===== src/include/tsec_pkg.sv =====
// Purpose: Shared constants for the timer slice event input conditioner.
// Assumes: 32-bit AHB-Lite register access, one clock domain.
// Notes: Field positions, offsets and codes are named once here.
package tsec_pkg;

  // ***********************************************************
  // Sizes
  // ***********************************************************
  localparam int unsigned N_EVENTS = 3;
  localparam int unsigned N_INPUTS = 16;
  localparam int unsigned SEL_W = 4;
  localparam int unsigned ADDR_W = 12;
  localparam int unsigned CNT_W = 3;

  // ***********************************************************
  // Register map
  // ***********************************************************
  localparam logic [ADDR_W-1:0] OFS_CFG = 12'h000;
  localparam logic [ADDR_W-1:0] OFS_MATRIX = 12'h004;
  localparam logic [ADDR_W-1:0] OFS_STATUS = 12'h008;
  localparam logic [31:0] CFG_RESET = 32'h00000000;
  localparam logic [31:0] CFG_RW_MASK = 32'h7fff0fff;
  localparam logic [31:0] MATRIX_RESET = 32'h00000000;
  localparam logic [31:0] MATRIX_RW_MASK = 32'h0000ffff;

  // ***********************************************************
  // Configuration fields, per event the lsb plus event * step
  // ***********************************************************
  localparam int unsigned SRC_LSB = 0;
  localparam int unsigned SRC_STEP = 4;
  localparam int unsigned EDGE_LSB = 16;
  localparam int unsigned EDGE_STEP = 2;
  localparam int unsigned POL_LSB = 22;
  localparam int unsigned FLT_LSB = 25;
  localparam int unsigned FLT_STEP = 2;

  // ***********************************************************
  // Codes
  // ***********************************************************
  localparam logic [1:0] EDGE_NONE = 2'h0;
  localparam logic [1:0] EDGE_RISE = 2'h1;
  localparam logic [1:0] EDGE_FALL = 2'h2;
  localparam logic [1:0] EDGE_BOTH = 2'h3;
  localparam logic [1:0] FLT_OFF = 2'h0;
  localparam logic [1:0] FLT_SHORT = 2'h1;
  localparam logic [1:0] FLT_MID = 2'h2;
  localparam logic [1:0] FLT_LONG = 2'h3;
  localparam logic [CNT_W-1:0] FLT_SHORT_CYCLES = 3'h3;
  localparam logic [CNT_W-1:0] FLT_MID_CYCLES = 3'h5;
  localparam logic [CNT_W-1:0] FLT_LONG_CYCLES = 3'h7;
  localparam logic [1:0] FN_OFF = 2'h0;

  // ***********************************************************
  // Connection matrix fields
  // ***********************************************************
  localparam int unsigned FN_START_LSB = 0;
  localparam int unsigned FN_STOP_LSB = 2;
  localparam int unsigned FN_CAP0_LSB = 4;
  localparam int unsigned FN_CAP1_LSB = 6;
  localparam int unsigned FN_GATE_LSB = 8;
  localparam int unsigned FN_UPDOWN_LSB = 10;
  localparam int unsigned FN_LOAD_LSB = 12;
  localparam int unsigned FN_COUNT_LSB = 14;

  // ***********************************************************
  // Status fields
  // ***********************************************************
  localparam int unsigned STS_FILT_LSB = 0;
  localparam int unsigned STS_ACT_LSB = 4;

  // ***********************************************************
  // Bus codes
  // ***********************************************************
  localparam logic [1:0] HTRANS_NONSEQ = 2'h2;
  localparam logic [2:0] HSIZE_WORD = 3'h2;
  localparam logic HRESP_OKAY = 1'b0;

endpackage


===== src/rtl/tsec_top.sv =====
// Purpose: Timer slice event input conditioner with AHB-Lite registers.
// Assumes: Trigger inputs are asynchronous; one clock core_clk at 125 MHz.
// Notes: Three conditioned events feed a small function routing matrix.
// Notes on behaviour
// - Event 0 source: four-bit select of sixteen.
// - Events 1 and 2 have own selectors.
// - Event 0 edge: none, rise, fall, both.
// - Events 1 and 2 same edge coding.
// - Level bit zero active high, one low.
// - Events 1 and 2 own polarity bits.
// - Filter needs 3, 5 or 7 stable cycles.
// - Events 1 and 2 own filter settings.
// - Unused configuration bits read as zero.
// - Function selectors: off, event 0, 1, 2.
`timescale 1ns/10ps
`default_nettype none
module tsec_top import tsec_pkg::*; (
  // Clock and reset
  input wire logic core_clk,
  input wire logic rst,
  // AHB-Lite slave
  input wire logic hsel,
  input wire logic [ADDR_W-1:0] haddr,
  input wire logic [1:0] htrans,
  input wire logic hwrite,
  input wire logic [2:0] hsize,
  input wire logic [31:0] hwdata,
  input wire logic hready,
  output logic hreadyout,
  output logic hresp,
  output logic [31:0] hrdata,
  // Trigger inputs, asynchronous
  input wire logic [N_INPUTS-1:0] trig_in,
  // Conditioned events
  output logic [N_EVENTS-1:0] event_edge,
  output logic [N_EVENTS-1:0] event_level,
  // Slice functions
  output logic fn_start,
  output logic fn_stop,
  output logic fn_capture0,
  output logic fn_capture1,
  output logic fn_gate,
  output logic fn_updown,
  output logic fn_load,
  output logic fn_count
);

  // ***********************************************************
  // Input synchroniser
  // ***********************************************************
  // Two flops settle the asynchronous triggers before any logic reads them.
  logic [N_INPUTS-1:0] sync1_q, sync2_q;

  always_ff @(posedge core_clk or posedge rst) begin
    if (rst) begin
      sync1_q <= '0;
      sync2_q <= '0;
    end else begin
      sync1_q <= trig_in;
      sync2_q <= sync1_q;
    end
  end

  // ***********************************************************
  // Register bus, address and data phase
  // ***********************************************************
  logic take;
  logic do_write;
  logic wr_pend_q, wr_pend_d;
  logic [ADDR_W-1:0] wr_addr_q, wr_addr_d;

  always_comb begin
    take = hsel & hready & htrans[1];
    // Narrow writes are dropped, since every register is one whole word.
    do_write = take & hwrite & (hsize == HSIZE_WORD);
    wr_pend_d = do_write;
    wr_addr_d = do_write ? haddr : wr_addr_q;
  end

  always_ff @(posedge core_clk or posedge rst) begin
    if (rst) begin
      wr_pend_q <= 1'b0;
      wr_addr_q <= '0;
    end else begin
      wr_pend_q <= wr_pend_d;
      wr_addr_q <= wr_addr_d;
    end
  end

  // ***********************************************************
  // Configuration and routing registers
  // ***********************************************************
  logic [31:0] cfg_q, cfg_d;
  logic [31:0] mat_q, mat_d;

  always_comb begin
    cfg_d = cfg_q;
    mat_d = mat_q;
    if (wr_pend_q && wr_addr_q == OFS_CFG) begin
      cfg_d = hwdata & CFG_RW_MASK;
    end
    if (wr_pend_q && wr_addr_q == OFS_MATRIX) begin
      mat_d = hwdata & MATRIX_RW_MASK;
    end
  end

  always_ff @(posedge core_clk or posedge rst) begin
    if (rst) begin
      cfg_q <= CFG_RESET;
      mat_q <= MATRIX_RESET;
    end else begin
      cfg_q <= cfg_d;
      mat_q <= mat_d;
    end
  end

  // ***********************************************************
  // Read data
  // ***********************************************************
  logic [31:0] rdata_q, rdata_d;
  logic [31:0] status;
  logic [N_EVENTS-1:0] ev_filt;
  logic [N_EVENTS-1:0] ev_act;
  logic [N_EVENTS-1:0] ev_pulse;

  always_comb begin
    // Status shows the filtered pin value and the qualified level of each event.
    status = '0;
    status[STS_FILT_LSB +: N_EVENTS] = ev_filt;
    status[STS_ACT_LSB +: N_EVENTS] = ev_act;
    // A read right behind a write sees the value being written.
    rdata_d = rdata_q;
    if (take && !hwrite) begin
      unique case (haddr)
        OFS_CFG: rdata_d = cfg_d;
        OFS_MATRIX: rdata_d = mat_d;
        OFS_STATUS: rdata_d = status;
        default: rdata_d = '0;
      endcase
    end
  end

  always_ff @(posedge core_clk or posedge rst) begin
    if (rst) begin
      rdata_q <= '0;
    end else begin
      rdata_q <= rdata_d;
    end
  end

  // The slave never stretches a transfer and never signals an error.
  assign hreadyout = 1'b1;
  assign hresp = HRESP_OKAY;
  assign hrdata = rdata_q;

  // ***********************************************************
  // Event channels
  // ***********************************************************
  // Every event chooses from the same synchronised trigger set.
  for (genvar i = 0; i < N_EVENTS; i++) begin : g_event
    tsec_event_channel u_channel (
      .core_clk(core_clk),
      .rst(rst),
      .trig_in(sync2_q),
      .source_select(cfg_q[SRC_LSB + SRC_STEP * i +: SEL_W]),
      .edge_setting(cfg_q[EDGE_LSB + EDGE_STEP * i +: 2]),
      .level_polarity(cfg_q[POL_LSB + i]),
      .filter_length(cfg_q[FLT_LSB + FLT_STEP * i +: 2]),
      .filtered(ev_filt[i]),
      .level_active(ev_act[i]),
      .edge_pulse(ev_pulse[i])
    );
  end

  assign event_edge = ev_pulse;
  assign event_level = ev_act;

  // ***********************************************************
  // Function routing
  // ***********************************************************
  function automatic logic fn_pick(input logic [1:0] sel, input logic [N_EVENTS-1:0] vec);
    logic pick;
    pick = 1'b0;
    if (sel != FN_OFF) begin
      pick = vec[sel - 2'h1];
    end
    return pick;
  endfunction

  // Edge functions follow the pulses; gate and direction follow the levels.
  // Registering the routed functions keeps them free of glitches.
  logic [7:0] fn_q, fn_d;

  always_comb begin
    fn_d[0] = fn_pick(mat_q[FN_START_LSB +: 2], ev_pulse);
    fn_d[1] = fn_pick(mat_q[FN_STOP_LSB +: 2], ev_pulse);
    fn_d[2] = fn_pick(mat_q[FN_CAP0_LSB +: 2], ev_pulse);
    fn_d[3] = fn_pick(mat_q[FN_CAP1_LSB +: 2], ev_pulse);
    fn_d[4] = fn_pick(mat_q[FN_GATE_LSB +: 2], ev_act);
    fn_d[5] = fn_pick(mat_q[FN_UPDOWN_LSB +: 2], ev_act);
    fn_d[6] = fn_pick(mat_q[FN_LOAD_LSB +: 2], ev_pulse);
    fn_d[7] = fn_pick(mat_q[FN_COUNT_LSB +: 2], ev_pulse);
  end

  always_ff @(posedge core_clk or posedge rst) begin
    if (rst) begin
      fn_q <= '0;
    end else begin
      fn_q <= fn_d;
    end
  end

  assign fn_start = fn_q[0];
  assign fn_stop = fn_q[1];
  assign fn_capture0 = fn_q[2];
  assign fn_capture1 = fn_q[3];
  assign fn_gate = fn_q[4];
  assign fn_updown = fn_q[5];
  assign fn_load = fn_q[6];
  assign fn_count = fn_q[7];

endmodule // tsec_top
`default_nettype wire


===== src/rtl/tsec_event_channel.sv =====
// Purpose: One event path: source pick, low-pass filter, edge and level.
// Assumes: trig_in is already synchronised to core_clk.
// Notes: Instantiated once per event by the top.
`timescale 1ns/10ps
`default_nettype none
module tsec_event_channel import tsec_pkg::*; (
  // Clock and reset
  input wire logic core_clk,
  input wire logic rst,
  // Inputs and settings
  input wire logic [N_INPUTS-1:0] trig_in,
  input wire logic [SEL_W-1:0] source_select,
  input wire logic [1:0] edge_setting,
  input wire logic level_polarity,
  input wire logic [1:0] filter_length,
  // Conditioned event
  output logic filtered,
  output logic level_active,
  output logic edge_pulse
);

  logic sample;
  logic [CNT_W-1:0] need;
  logic rise;
  logic fall;
  logic filt_q, filt_d;
  logic prev_q, prev_d;
  logic lvl_q, lvl_d;
  logic pulse_q, pulse_d;
  logic [CNT_W-1:0] cnt_q, cnt_d;

  always_comb begin
    sample = trig_in[source_select];
    unique case (filter_length)
      FLT_OFF: need = FLT_SHORT_CYCLES;
      FLT_SHORT: need = FLT_SHORT_CYCLES;
      FLT_MID: need = FLT_MID_CYCLES;
      FLT_LONG: need = FLT_LONG_CYCLES;
    endcase
    filt_d = filt_q;
    cnt_d = '0;
    if (filter_length == FLT_OFF) begin
      filt_d = sample;
    end else if (sample != filt_q) begin
      // A return to the accepted value clears the count.
      // A shortened length takes effect at once, even in mid-count.
      if (cnt_q >= CNT_W'(need - 1'b1)) begin
        filt_d = sample;
      end else begin
        cnt_d = CNT_W'(cnt_q + 1'b1);
      end
    end
    prev_d = filt_q;
    rise = filt_q & ~prev_q;
    fall = ~filt_q & prev_q;
    unique case (edge_setting)
      EDGE_NONE: pulse_d = 1'b0;
      EDGE_RISE: pulse_d = rise;
      EDGE_FALL: pulse_d = fall;
      EDGE_BOTH: pulse_d = rise | fall;
    endcase
    lvl_d = filt_q ^ level_polarity;
  end

  always_ff @(posedge core_clk or posedge rst) begin
    if (rst) begin
      filt_q <= 1'b0;
      prev_q <= 1'b0;
      lvl_q <= 1'b0;
      pulse_q <= 1'b0;
      cnt_q <= '0;
    end else begin
      filt_q <= filt_d;
      prev_q <= prev_d;
      lvl_q <= lvl_d;
      pulse_q <= pulse_d;
      cnt_q <= cnt_d;
    end
  end

  assign filtered = filt_q;
  assign level_active = lvl_q;
  assign edge_pulse = pulse_q;

endmodule // tsec_event_channel
`default_nettype wire


===== config.mk =====
export PLATFORM = sky130hd
export DESIGN_NAME = tsec_top
export DESIGN_NICKNAME = d
export VERILOG_FILES = /design/src/include/tsec_pkg.sv /design/src/rtl/tsec_top.sv /design/src/rtl/tsec_event_channel.sv
export SDC_FILE = /design/constraint.sdc
export NUM_CORES = 1
export LEC_CHECK = 0
export ABC_CLOCK_PERIOD_IN_PS = 10900
export BUFFER_PORTS_ARGS = -buffer_cell sky130_fd_sc_hd__buf_2
export CAP_MARGIN = 20
export CORE_UTILIZATION = 61
export CTS_CLUSTER_SIZE = 25
export DETAILED_ROUTE_END_ITERATION = 10
export PLACE_DENSITY_LB_ADDON = 0.05
export SYNTH_ARGS = -nofsm -noshare
export SYNTH_HDL_FRONTEND = slang
export SYNTH_SLANG_ARGS = --single-unit

===== constraint.sdc =====
create_clock -name core_clk -period 10.9 [get_ports core_clk]
set_input_delay 2.18 -clock core_clk [delete_from_list [all_inputs] [get_ports core_clk]]
set_output_delay 2.18 -clock core_clk [all_outputs]
set_load 0.02 [all_outputs]

# Yosys cells after proc, flatten, opt, wreduce, memory -nomap -nowiden
# Index checks and enable logic that the tools add are counted.
# Widths: inputs -> output; s select.
dict set report word_totals {
  ff_bits 170
  inputBits 70
  out_inout_bits 48
  elab_cells 187
}
dict set report op_classes {
  add_sub_neg 14
  order_cmp 14
  eq_ne 25
  muxes 57
  n_bitwise 22
  n_reduce_logical 32
}
# cell n
set op_table {}
lappend op_table {{$pmux 32 s3} 1}
lappend op_table {{$mux 32} 2}
lappend op_table {{$mux 1} 28}
lappend op_table {{$reduce_bool 2->1} 14}
lappend op_table {{$mux 3} 9}
lappend op_table {{$pmux 3 s3} 3}
lappend op_table {{$eq 12x3->1 const B} 2}
lappend op_table {{$eq 2x2->1 const B} 12}
lappend op_table {{$logic_not 12->1} 2}
lappend op_table {{$lt 2x3->1 const B} 8}
lappend op_table {{$bmux 1 s2} 8}
lappend op_table {{$sub 2x1->2 const B} 8}
lappend op_table {{$lt 4x5->1 const B} 3}
lappend op_table {{$bmux 1 s4} 3}
lappend op_table {{$eq 12x4->1 const B} 1}
lappend op_table {{$eq 2x1->1 const B} 6}
lappend op_table {{$logic_not 2->1} 6}
lappend op_table {{$pmux 1 s4} 3}
lappend op_table {{$and 1x1->1} 10}
lappend op_table {{$add 3x1->3 const B} 3}
lappend op_table {{$ge 3x3->1} 3}
lappend op_table {{$sub 3x1->3 const B} 3}
lappend op_table {{$not 1->1} 6}
lappend op_table {{$reduce_and 2->1} 3}
lappend op_table {{other kinds (7)} 17}

# Depth between registers and ports, before layout
# Gate-level depths: netlist of the first run.
dict set report depth {
  ltp_word 8
  depth_mapped 8
  ltp_nobuf 7
}

# Cells and area by module
# Synthesis of the first run repeated with hierarchy kept, for this count alone.
dict set report hier_totals {
  cells_unflattened 579
  hier_area_um2 7343.3
}
# mod n_inst cells_each area_each_um2 seq_area_each_um2
set modules_own_cells {}
lappend modules_own_cells {tsec_top 1 465 5849.4 3728.6}
lappend modules_own_cells {tsec_event_channel 3 38 498.0 175.2}

# Least setup slack after synthesis of the first run
# Ideal clock, no wire load.
dict set report synth_timing {
  kind {input to register}
  startpoint {input port haddr[6]}
  endpoint {register rdata_q[1], in the netlist hrdata[1]}
  arrival_time_ns 3.539
  setup_slack_ns 7.261
  stages 6
  n_path_buf 1
  path_cell_list {nor4_1 -> nand3_1 -> nor3_1 -> clkbuf_1 -> a22oi_1 -> o32ai_1}
}
dict set report synth_via {
  elab_chain_len 2
  elab_cells_between_ends 4
  cone_classes {eq/ne: 2; mux: 1; reduce/logical: 1}
}
# item line_no
set synth_lines {}
lappend synth_lines {{start, declared} tsec_top.sv:23} ;# input wire logic [ADDR_W-1:0] haddr,
lappend synth_lines {{$eq 12x4->1, or another cell as far along} tsec_top.sv:134} ;# unique case (haddr)
lappend synth_lines {{$pmux 32 s3 *} tsec_top.sv:134}
lappend synth_lines {{end signal, assigned} tsec_top.sv:147} ;# rdata_q <= rdata_d;
lappend synth_lines {{end, declared} tsec_top.sv:120} ;# logic [31:0] rdata_q, rdata_d;
# Every way passes the cells marked *; elsewhere a longest branch is shown, timed or not.
# A chain may end at the register's enable or synchronous reset.

# Final worst setup path of the first run
dict set report layout_timing {
  startpoint {input port haddr[0]}
  endpoint {register rdata_q[0], in the netlist hrdata[0]}
}
# Same word-level chain as after synthesis.

==> out/summary.txt, run 1 <==
Max_cap viols - 0
Clock-pin slew on the worst setup and hold paths - 0.06 ns
Slew headroom - 34.2%
Post-synth ARST share - 100%
Largest net degree at the start of global routing - 90
Yosys reg bits - 170
Compound-Gate Fraction of Synth Area - 7.70%
CORE AREA - 11600 um2
Hold Path Class - reg2reg
Die height - 112 um
CTS Hold Bufs - 0
Vias in the first global route - 4959
Via count - 4870
Tot Pwr - 1.58 mW
Row count - 39
Setup TNS Final - 0 ns
Hold WS - 0.346 ns
Crit path cell chain - buf_2 > nor4_1 > nand3_1 > nor3b_1 > a22oi_1 > o32ai_1
GRT Residual Overflow - 0
Dominant cells by area after synthesis - dfrtp_1 58%, mux2_2 4.8%, ha_1 3.9%
FF-to-FF End - hrdata[8]$_DFFE_PP0P_
Detail Placement HPWL - 10400 um
Antenna Violating Nets Remaining - 0
Max VDD drop - 0.000167 V
Buf+Inv Stages, Crit Path - 1
RD Place Congestion - 0.816
CTS buffer count - 17
Drc violations - 10
CTS sink count - 170
Placed Instances - 819
Failing checks - DRC
Top_reg_cell synth - dfrtp_1
Crit path launch type - input pin
Crit. End Element - flop
N_diodes - 0
CTS root buf - clkbuf_16
Final setup fails - 0
Number of fill cells - 802
DP Area - 7950 um2
Total track usage - 27.1%
H-Tree Depth - 4
Fin Clk Skew - 0.0146 ns
Worst-Margin Slew - 0.986 ns
Post-Layout Cell Count - 851
Leak Pwr - 4.54 nW
Reg2reg start - wr_addr_q[9]$_DFFE_PP0P_
Crit-path slowest cell - nor3b_1
Minimum clock period - 3.92 ns
Fmax - 255 MHz
Ratio of cells with drive above 1 in the final layout - 30.5%
Initial antenna violation count - 0
Syn nets - 678
Die area - 12500 um2
DR vias/cell - 5.72
Synth top area share - 58.1%
Syn avg cell area - 12.5 um2
Max incr delay on CP - 0.75 ns
CP delay by family, top - simple AND/OR/NAND/NOR gates
Main combinational cell family by area after synthesis - multiplexers
Synth Area in Simple Gates - 10.5%
Final worst setup slack - 6.98 ns
RSZ-0062 raised after global routing - false
Power density over the cells - 185 nW/um2
Global-route wire length before repair - 25400 um
Port bufs - 113
TritonCTS clock tree - yes
Post-Synthesis Cells - 585
Final hold vios - 0
Distinct cell type count after synthesis - 48
Starting Density - 63.4%
Crit path launch - haddr[0]
DRT Pass-1 Iters - 8
Worst-case reg-to-reg path depth - 5
Crit path depth - 6
CP arrival - 4.24 ns
CP Capture Point - hrdata[0]$_DFFE_PP0P_
Final period util - 35.9%
Nets - 789
Reg2reg setup slack - 8.31 ns
Adder-cell share of the synthesized area - 3.93%
Area of the mapped netlist - 7330 um2
Post-route cell area - 8530 um2
Max FO, Critical Path - 6
Sequential area share after synthesis - 58.1%
Synth area leader - dfrtp_1
Clock buffer depth - 2
DR WL/cell - 18.0 um
Area delta synth->final - 16.4%
Mux share of post-synthesis cell area - 13.9%
Initial drt markers - 222
Ports - 118
Xor and xnor area share after synthesis - 1.08%
Final Util - 73.7%
Die width - 112 um
Syn. warnings - 0
Place WS - 6.55 ns
Later-pin clock latency in the skew report - 0.43 ns
Worst Path Required - 11.22 ns
Post-synth EDFFs - 0
Max Slew Vio Count - 0
Crit Path Category - in2reg
Status - finished with violations
Total routed wirelength - 15300 um
Post-CTS Setup Repair Bufs - 0
Resized cells post-CTS - 0
==> sequential cells by signal (all words and copies together) (netlist names), 8 cells and up <==
| name | count |
|---|---|
| cfg_q | 32 |
| fn_q | 8 |
| g_event.u_channel.cnt_q | 9 |
| hrdata | 32 |
| mat_q | 32 |
| sync1_q | 16 |
| sync2_q | 16 |
| wr_addr_q | 12 |
==> cells by family (layout without fill, tap and decap cells) <==
family	Yosys count	count (layout)
and+or+nand+nor	152	152
xor gates and xnor gates	9	9
adders and majority gates	23	23
DFF	170	170
buffers and inverters	73	196
muxes	79	79
AOI/OAI and AO/OA	77	77
other	2	2
==> cell usage after synthesis (all sizes together), types with 2 or more instances <==
master     n
a211o      5
a211oi     3
a21o      10
a21oi      2
a22o       9
a22oi      6
a31oi      8
a32oi      4
and2      15
and4b      2
buf       14
clkbuf    14
conb       2
dfrtp    170
ha        23
inv       45
mux2      39
mux2i     28
mux4      12
nand2     59
nand2b     3
nand3      3
nor2      43
nor2b      5
nor3       3
nor3b      4
nor4       5
o211ai     2
o21ai     15
o2bb2ai    7
o32ai      6
or4        3
xnor2      3
xor2       6
==> where the power goes <==
part / switching [mW] / internal, mW
registers: 0.0647 / 0.697
clock network: 0.231 / 0.342
logic: 0.136 / 0.106
==> layout by cell type (no fill, tap or decap), types with 4 or more instances in the layout <==
| cell type | n |
|---|---|
| a211o_1 | 5 |
| a21o_1 | 10 |
| a22o_1 | 9 |
| a22oi_1 | 6 |
| a31oi_1 | 8 |
| a32oi_1 | 4 |
| and2_1 | 7 |
| and2_4 | 8 |
| buf_2 | 113 |
| buf_4 | 7 |
| clkbuf_16 | 17 |
| clkbuf_8 | 5 |
| clkinv_2 | 4 |
| dfrtp_1 | 170 |
| ha_1 | 23 |
| inv_1 | 44 |
| mux2_2 | 31 |
| mux2_4 | 8 |
| mux2i_1 | 28 |
| mux4_2 | 12 |
| nand2_1 | 59 |
| nor2_1 | 43 |
| nor2b_1 | 5 |
| nor3b_1 | 4 |
| o21ai_0 | 15 |
| o2bb2ai_1 | 7 |
| o32ai_1 | 6 |
| xor2_1 | 6 |
==> worst register-to-register path: stages (launching register included) <==
cell	delay (ns)
dfrtp_1	0.38
or4b_4	0.58
or4_4	0.82
mux2_4	0.41
mux2i_1	0.18
o2bb2ai_1	0.09
==> per-layer routing <==
metal  global-route usage [%]  vias to the layer above  wire [um]
met5                        0                        -          0
met4                     10.2                        0        354
met3                     7.29                       28        860
met2                     44.2                      154       7650
met1                     35.1                     2452       6460
li1                         -                     2236          -
==> cell type report <==
class	instances	area, um2	area share, %
sequential	170	4250	49.9
multi-input combinational	342	2740	32.1
timing repair buffer	120	618	7.25
clock buffer	24	502	5.88
tap	143	179	2.10
inverter	45	174	2.04
clock inverter	7	65.1	0.763
==> worst min-delay path by stage <==
stage / depth (start not counted) / slack [ns] / to / start
floorplan: 0 / 0.33 / sync2_q[0]$_DFF_PP0_ / sync1_q[0]$_DFF_PP0_
global placement: 0 / 0.33 / sync2_q[4]$_DFF_PP0_ / sync1_q[4]$_DFF_PP0_
detailed placement: 0 / 0.33 / sync2_q[13]$_DFF_PP0_ / sync1_q[13]$_DFF_PP0_
CTS: 0 / 0.35 / sync2_q[13]$_DFF_PP0_ / sync1_q[13]$_DFF_PP0_
global route: 0 / 0.36 / sync2_q[15]$_DFF_PP0_ / sync1_q[15]$_DFF_PP0_
finish: 0 / 0.35 / sync2_q[13]$_DFF_PP0_ / sync1_q[13]$_DFF_PP0_
Power figures use the tool's default switching activity.
==> run 2, diff against run 1 <==
ABC_CLOCK_PERIOD_IN_PS = 4050   (was 10900)
CORE_UTILIZATION = 56   (was 61)
clock period = 4.05 ns   (was 10.9 ns; I/O delays follow)
==> out/summary.txt, run 2 (same netlist as run 1, synthesis figures left out) <==
Drc violations - 0 (-10)
Later-pin clock latency in the skew report - 0.42 ns (about the same)
Final setup fails - 0 (unchanged)
TritonCTS clock tree - yes
Register area - 4250 um2 (unchanged)
CTS sink count - 170 (unchanged)
DR vias/cell - 5.44 (-5.0%)
Ports - 118 (unchanged)
Initial drt markers - 252 (+14%)
Total routed wirelength - 15700 um (+2.5%)
Number of fill cells - 998 (+24%)
RD Place Congestion - 0.796 (-2.4%)
Die area - 13500 um2 (+8.8%)
Row count - 41 (+5.1%)
Hold Path Class - reg2reg
Vias in the first global route - 4988 (+0.58%)
Tot Pwr - 4.28 mW (+170%)
Largest net degree at the start of global routing - 68 (-24%)
DR WL/cell - 17.8 um (-1.2%)
Worst Path Required - 4.31 ns (-6.91 ns)
Die height - 116 um (+4.3%)
CP delay by family, top - simple AND/OR/NAND/NOR gates
Fin Clk Skew - 0.00716 ns (-0.00740 ns)
Setup TNS Final - 0 ns (unchanged)
CP arrival - 2.85 ns (-1.39 ns)
Final Util - 68.0% (-5.7 points)
Minimum clock period - 2.59 ns
Crit path cell chain - or4b_4 > or4_4 > mux2_4 > mux2i_1 > o2bb2ai_1
Total track usage - 25.5% (-1.6 points)
Switching Fraction - 26.7% (-0.64 points)
Max FO, Critical Path - 33 (+27)
Crit-path slowest cell - or4_4
Crit path launch type - flop
Starting Density - 57.8% (-5.5 points)
Detail Placement HPWL - 10600 um (+1.6%)
Area delta synth->final - 17.6%
Antenna Violating Nets Remaining - 0 (unchanged)
Crit Path Category - reg2reg
Clock-pin slew on the worst setup and hold paths - 0.06 ns (about the same)
Most frequent cells in the layout - 170 x dfrtp_1, 113 x buf_2, 59 x nand2_1, 44 x inv_1, 43 x nor2_1
Final period util - 63.9%
Net Switching - 1.14 mW (+170%)
Slew headroom - 21.6% (-13 points)
Seq pwr share - 47.8% (-0.5 points)
Power density over the cells - 497 nW/um2 (+170%)
Buf+Inv Stages, Crit Path - 0 (-1)
Final hold vios - 0 (unchanged)
Logic pwr share - 15.1% (-0.3 points)
Worst-Margin Slew - 1.18 ns (+0.190 ns)
Max incr delay on CP - 0.81 ns (+0.06 ns)
Multi-input combinational cell area - 2730 um2 (-0.18%)
Initial antenna violation count - 0 (unchanged)
Nets - 791 (+0.25%)
CTS Hold Bufs - 0 (unchanged)
Clock buffer depth - 2 (unchanged)
Ratio of cells with drive above 1 in the final layout - 30.4% (-0.13 points)
Crit. End Element - flop
Via count - 4801 (-1.4%)
GRT Residual Overflow - 0 (unchanged)
Leak Pwr - 4.56 nW (+0.61%)
RSZ-0062 raised after global routing - false
Resized cells post-CTS - 0 (unchanged)
Die width - 116 um (+4.3%)
Status - finished, final reports clean
H-Tree Depth - 4 (unchanged)
DRT Pass-1 Iters - 4 (-4)
Max VDD drop - 0.000311 V (+86%)
N_diodes - 0 (unchanged)
Clk pwr share - 37.0% (+0.7 points)
CORE AREA - 12700 um2 (+9.6%)
Port bufs - 113 (unchanged)
P_int - 3.14 mW (+170%)
Max_cap viols - 0 (unchanged)
Max Slew Vio Count - 0 (unchanged)
Fmax - 386 MHz
Post-CTS Setup Repair Bufs - 0 (unchanged)
Global-route wire length before repair - 25200 um (-0.63%)
CTS root buf - clkbuf_16
CTS buffer count - 17 (unchanged)
Commonest non-fill, non-tap cell in the layout - dfrtp_1
## run 2: cell type report
type,count,share of cell area [%]
clock buffers,25,5.75
multi-input cells,342,31.7
flip-flops and latches,170,49.4
inverters,45,2.00
well taps,172,2.50
repair buffers,122,7.64
clock inverters,7,1.03
## run 2: path summary, 6_finish.rpt
check	start	to	slack (ns)	cells after the start
worst min-delay path	sync1_q[15]$_DFF_PP0_	sync2_q[15]$_DFF_PP0_	0.34	0
max in group asynchronous	rst	hrdata[17]$_DFFE_PP0P_	2.66	3
worst min register to register	sync1_q[15]$_DFF_PP0_	sync2_q[15]$_DFF_PP0_	0.34	0
min in group asynchronous	rst	wr_pend_q$_DFF_PP0_	0.54	2
worst max-delay path	wr_addr_q[9]$_DFFE_PP0P_	hrdata[10]$_DFFE_PP0P_	1.46	5
worst max register to register	wr_addr_q[9]$_DFFE_PP0P_	hrdata[10]$_DFFE_PP0P_	1.46	5
## run 2: power groups by stage
stage,clock network [mW],registers [mW],logic [mW]
4_1_cts,1.61,2.05,0.660
3_5_place_dp,0,2.08,0.646
6_report,1.58,2.05,0.647
2_1_floorplan,0,2.05,0.448
5_1_grt,1.68,2.07,0.732
3_3_place_gp,0,2.07,0.608
## run 2: per-layer routing
metal  part of all wire [%]  GRT usage, %
met1                     41          31.7
met2                     51          44.4
met3                    5.5          5.19
met4                    1.7          9.06
met5                      0             0
## run 2: metrics by stage
| stage | setup WS [ns] | instances | cell area, um2 | hold WS (ns) |
|---|---|---|---|---|
| floorplan | 1.07 | 585 | 7330 | 0.331 |
| global placement | 1.19 | 851 | 8030 | 0.334 |
| detailed placement | 1.15 | 851 | 8030 | 0.335 |
| CTS | 1.44 | 883 | 8620 | 0.342 |
| global route | 1.25 | 883 | 8620 | 0.343 |
| finish | 1.46 | 883 | 8620 | 0.340 |
## run 2: worst reg2reg max path, stage by stage, from the launching register on
cell and delay, ns:
dfrtp_1 0.38, or4b_4 0.58, or4_4 0.81, mux2_4 0.41
mux2i_1 0.17, o2bb2ai_1 0.08
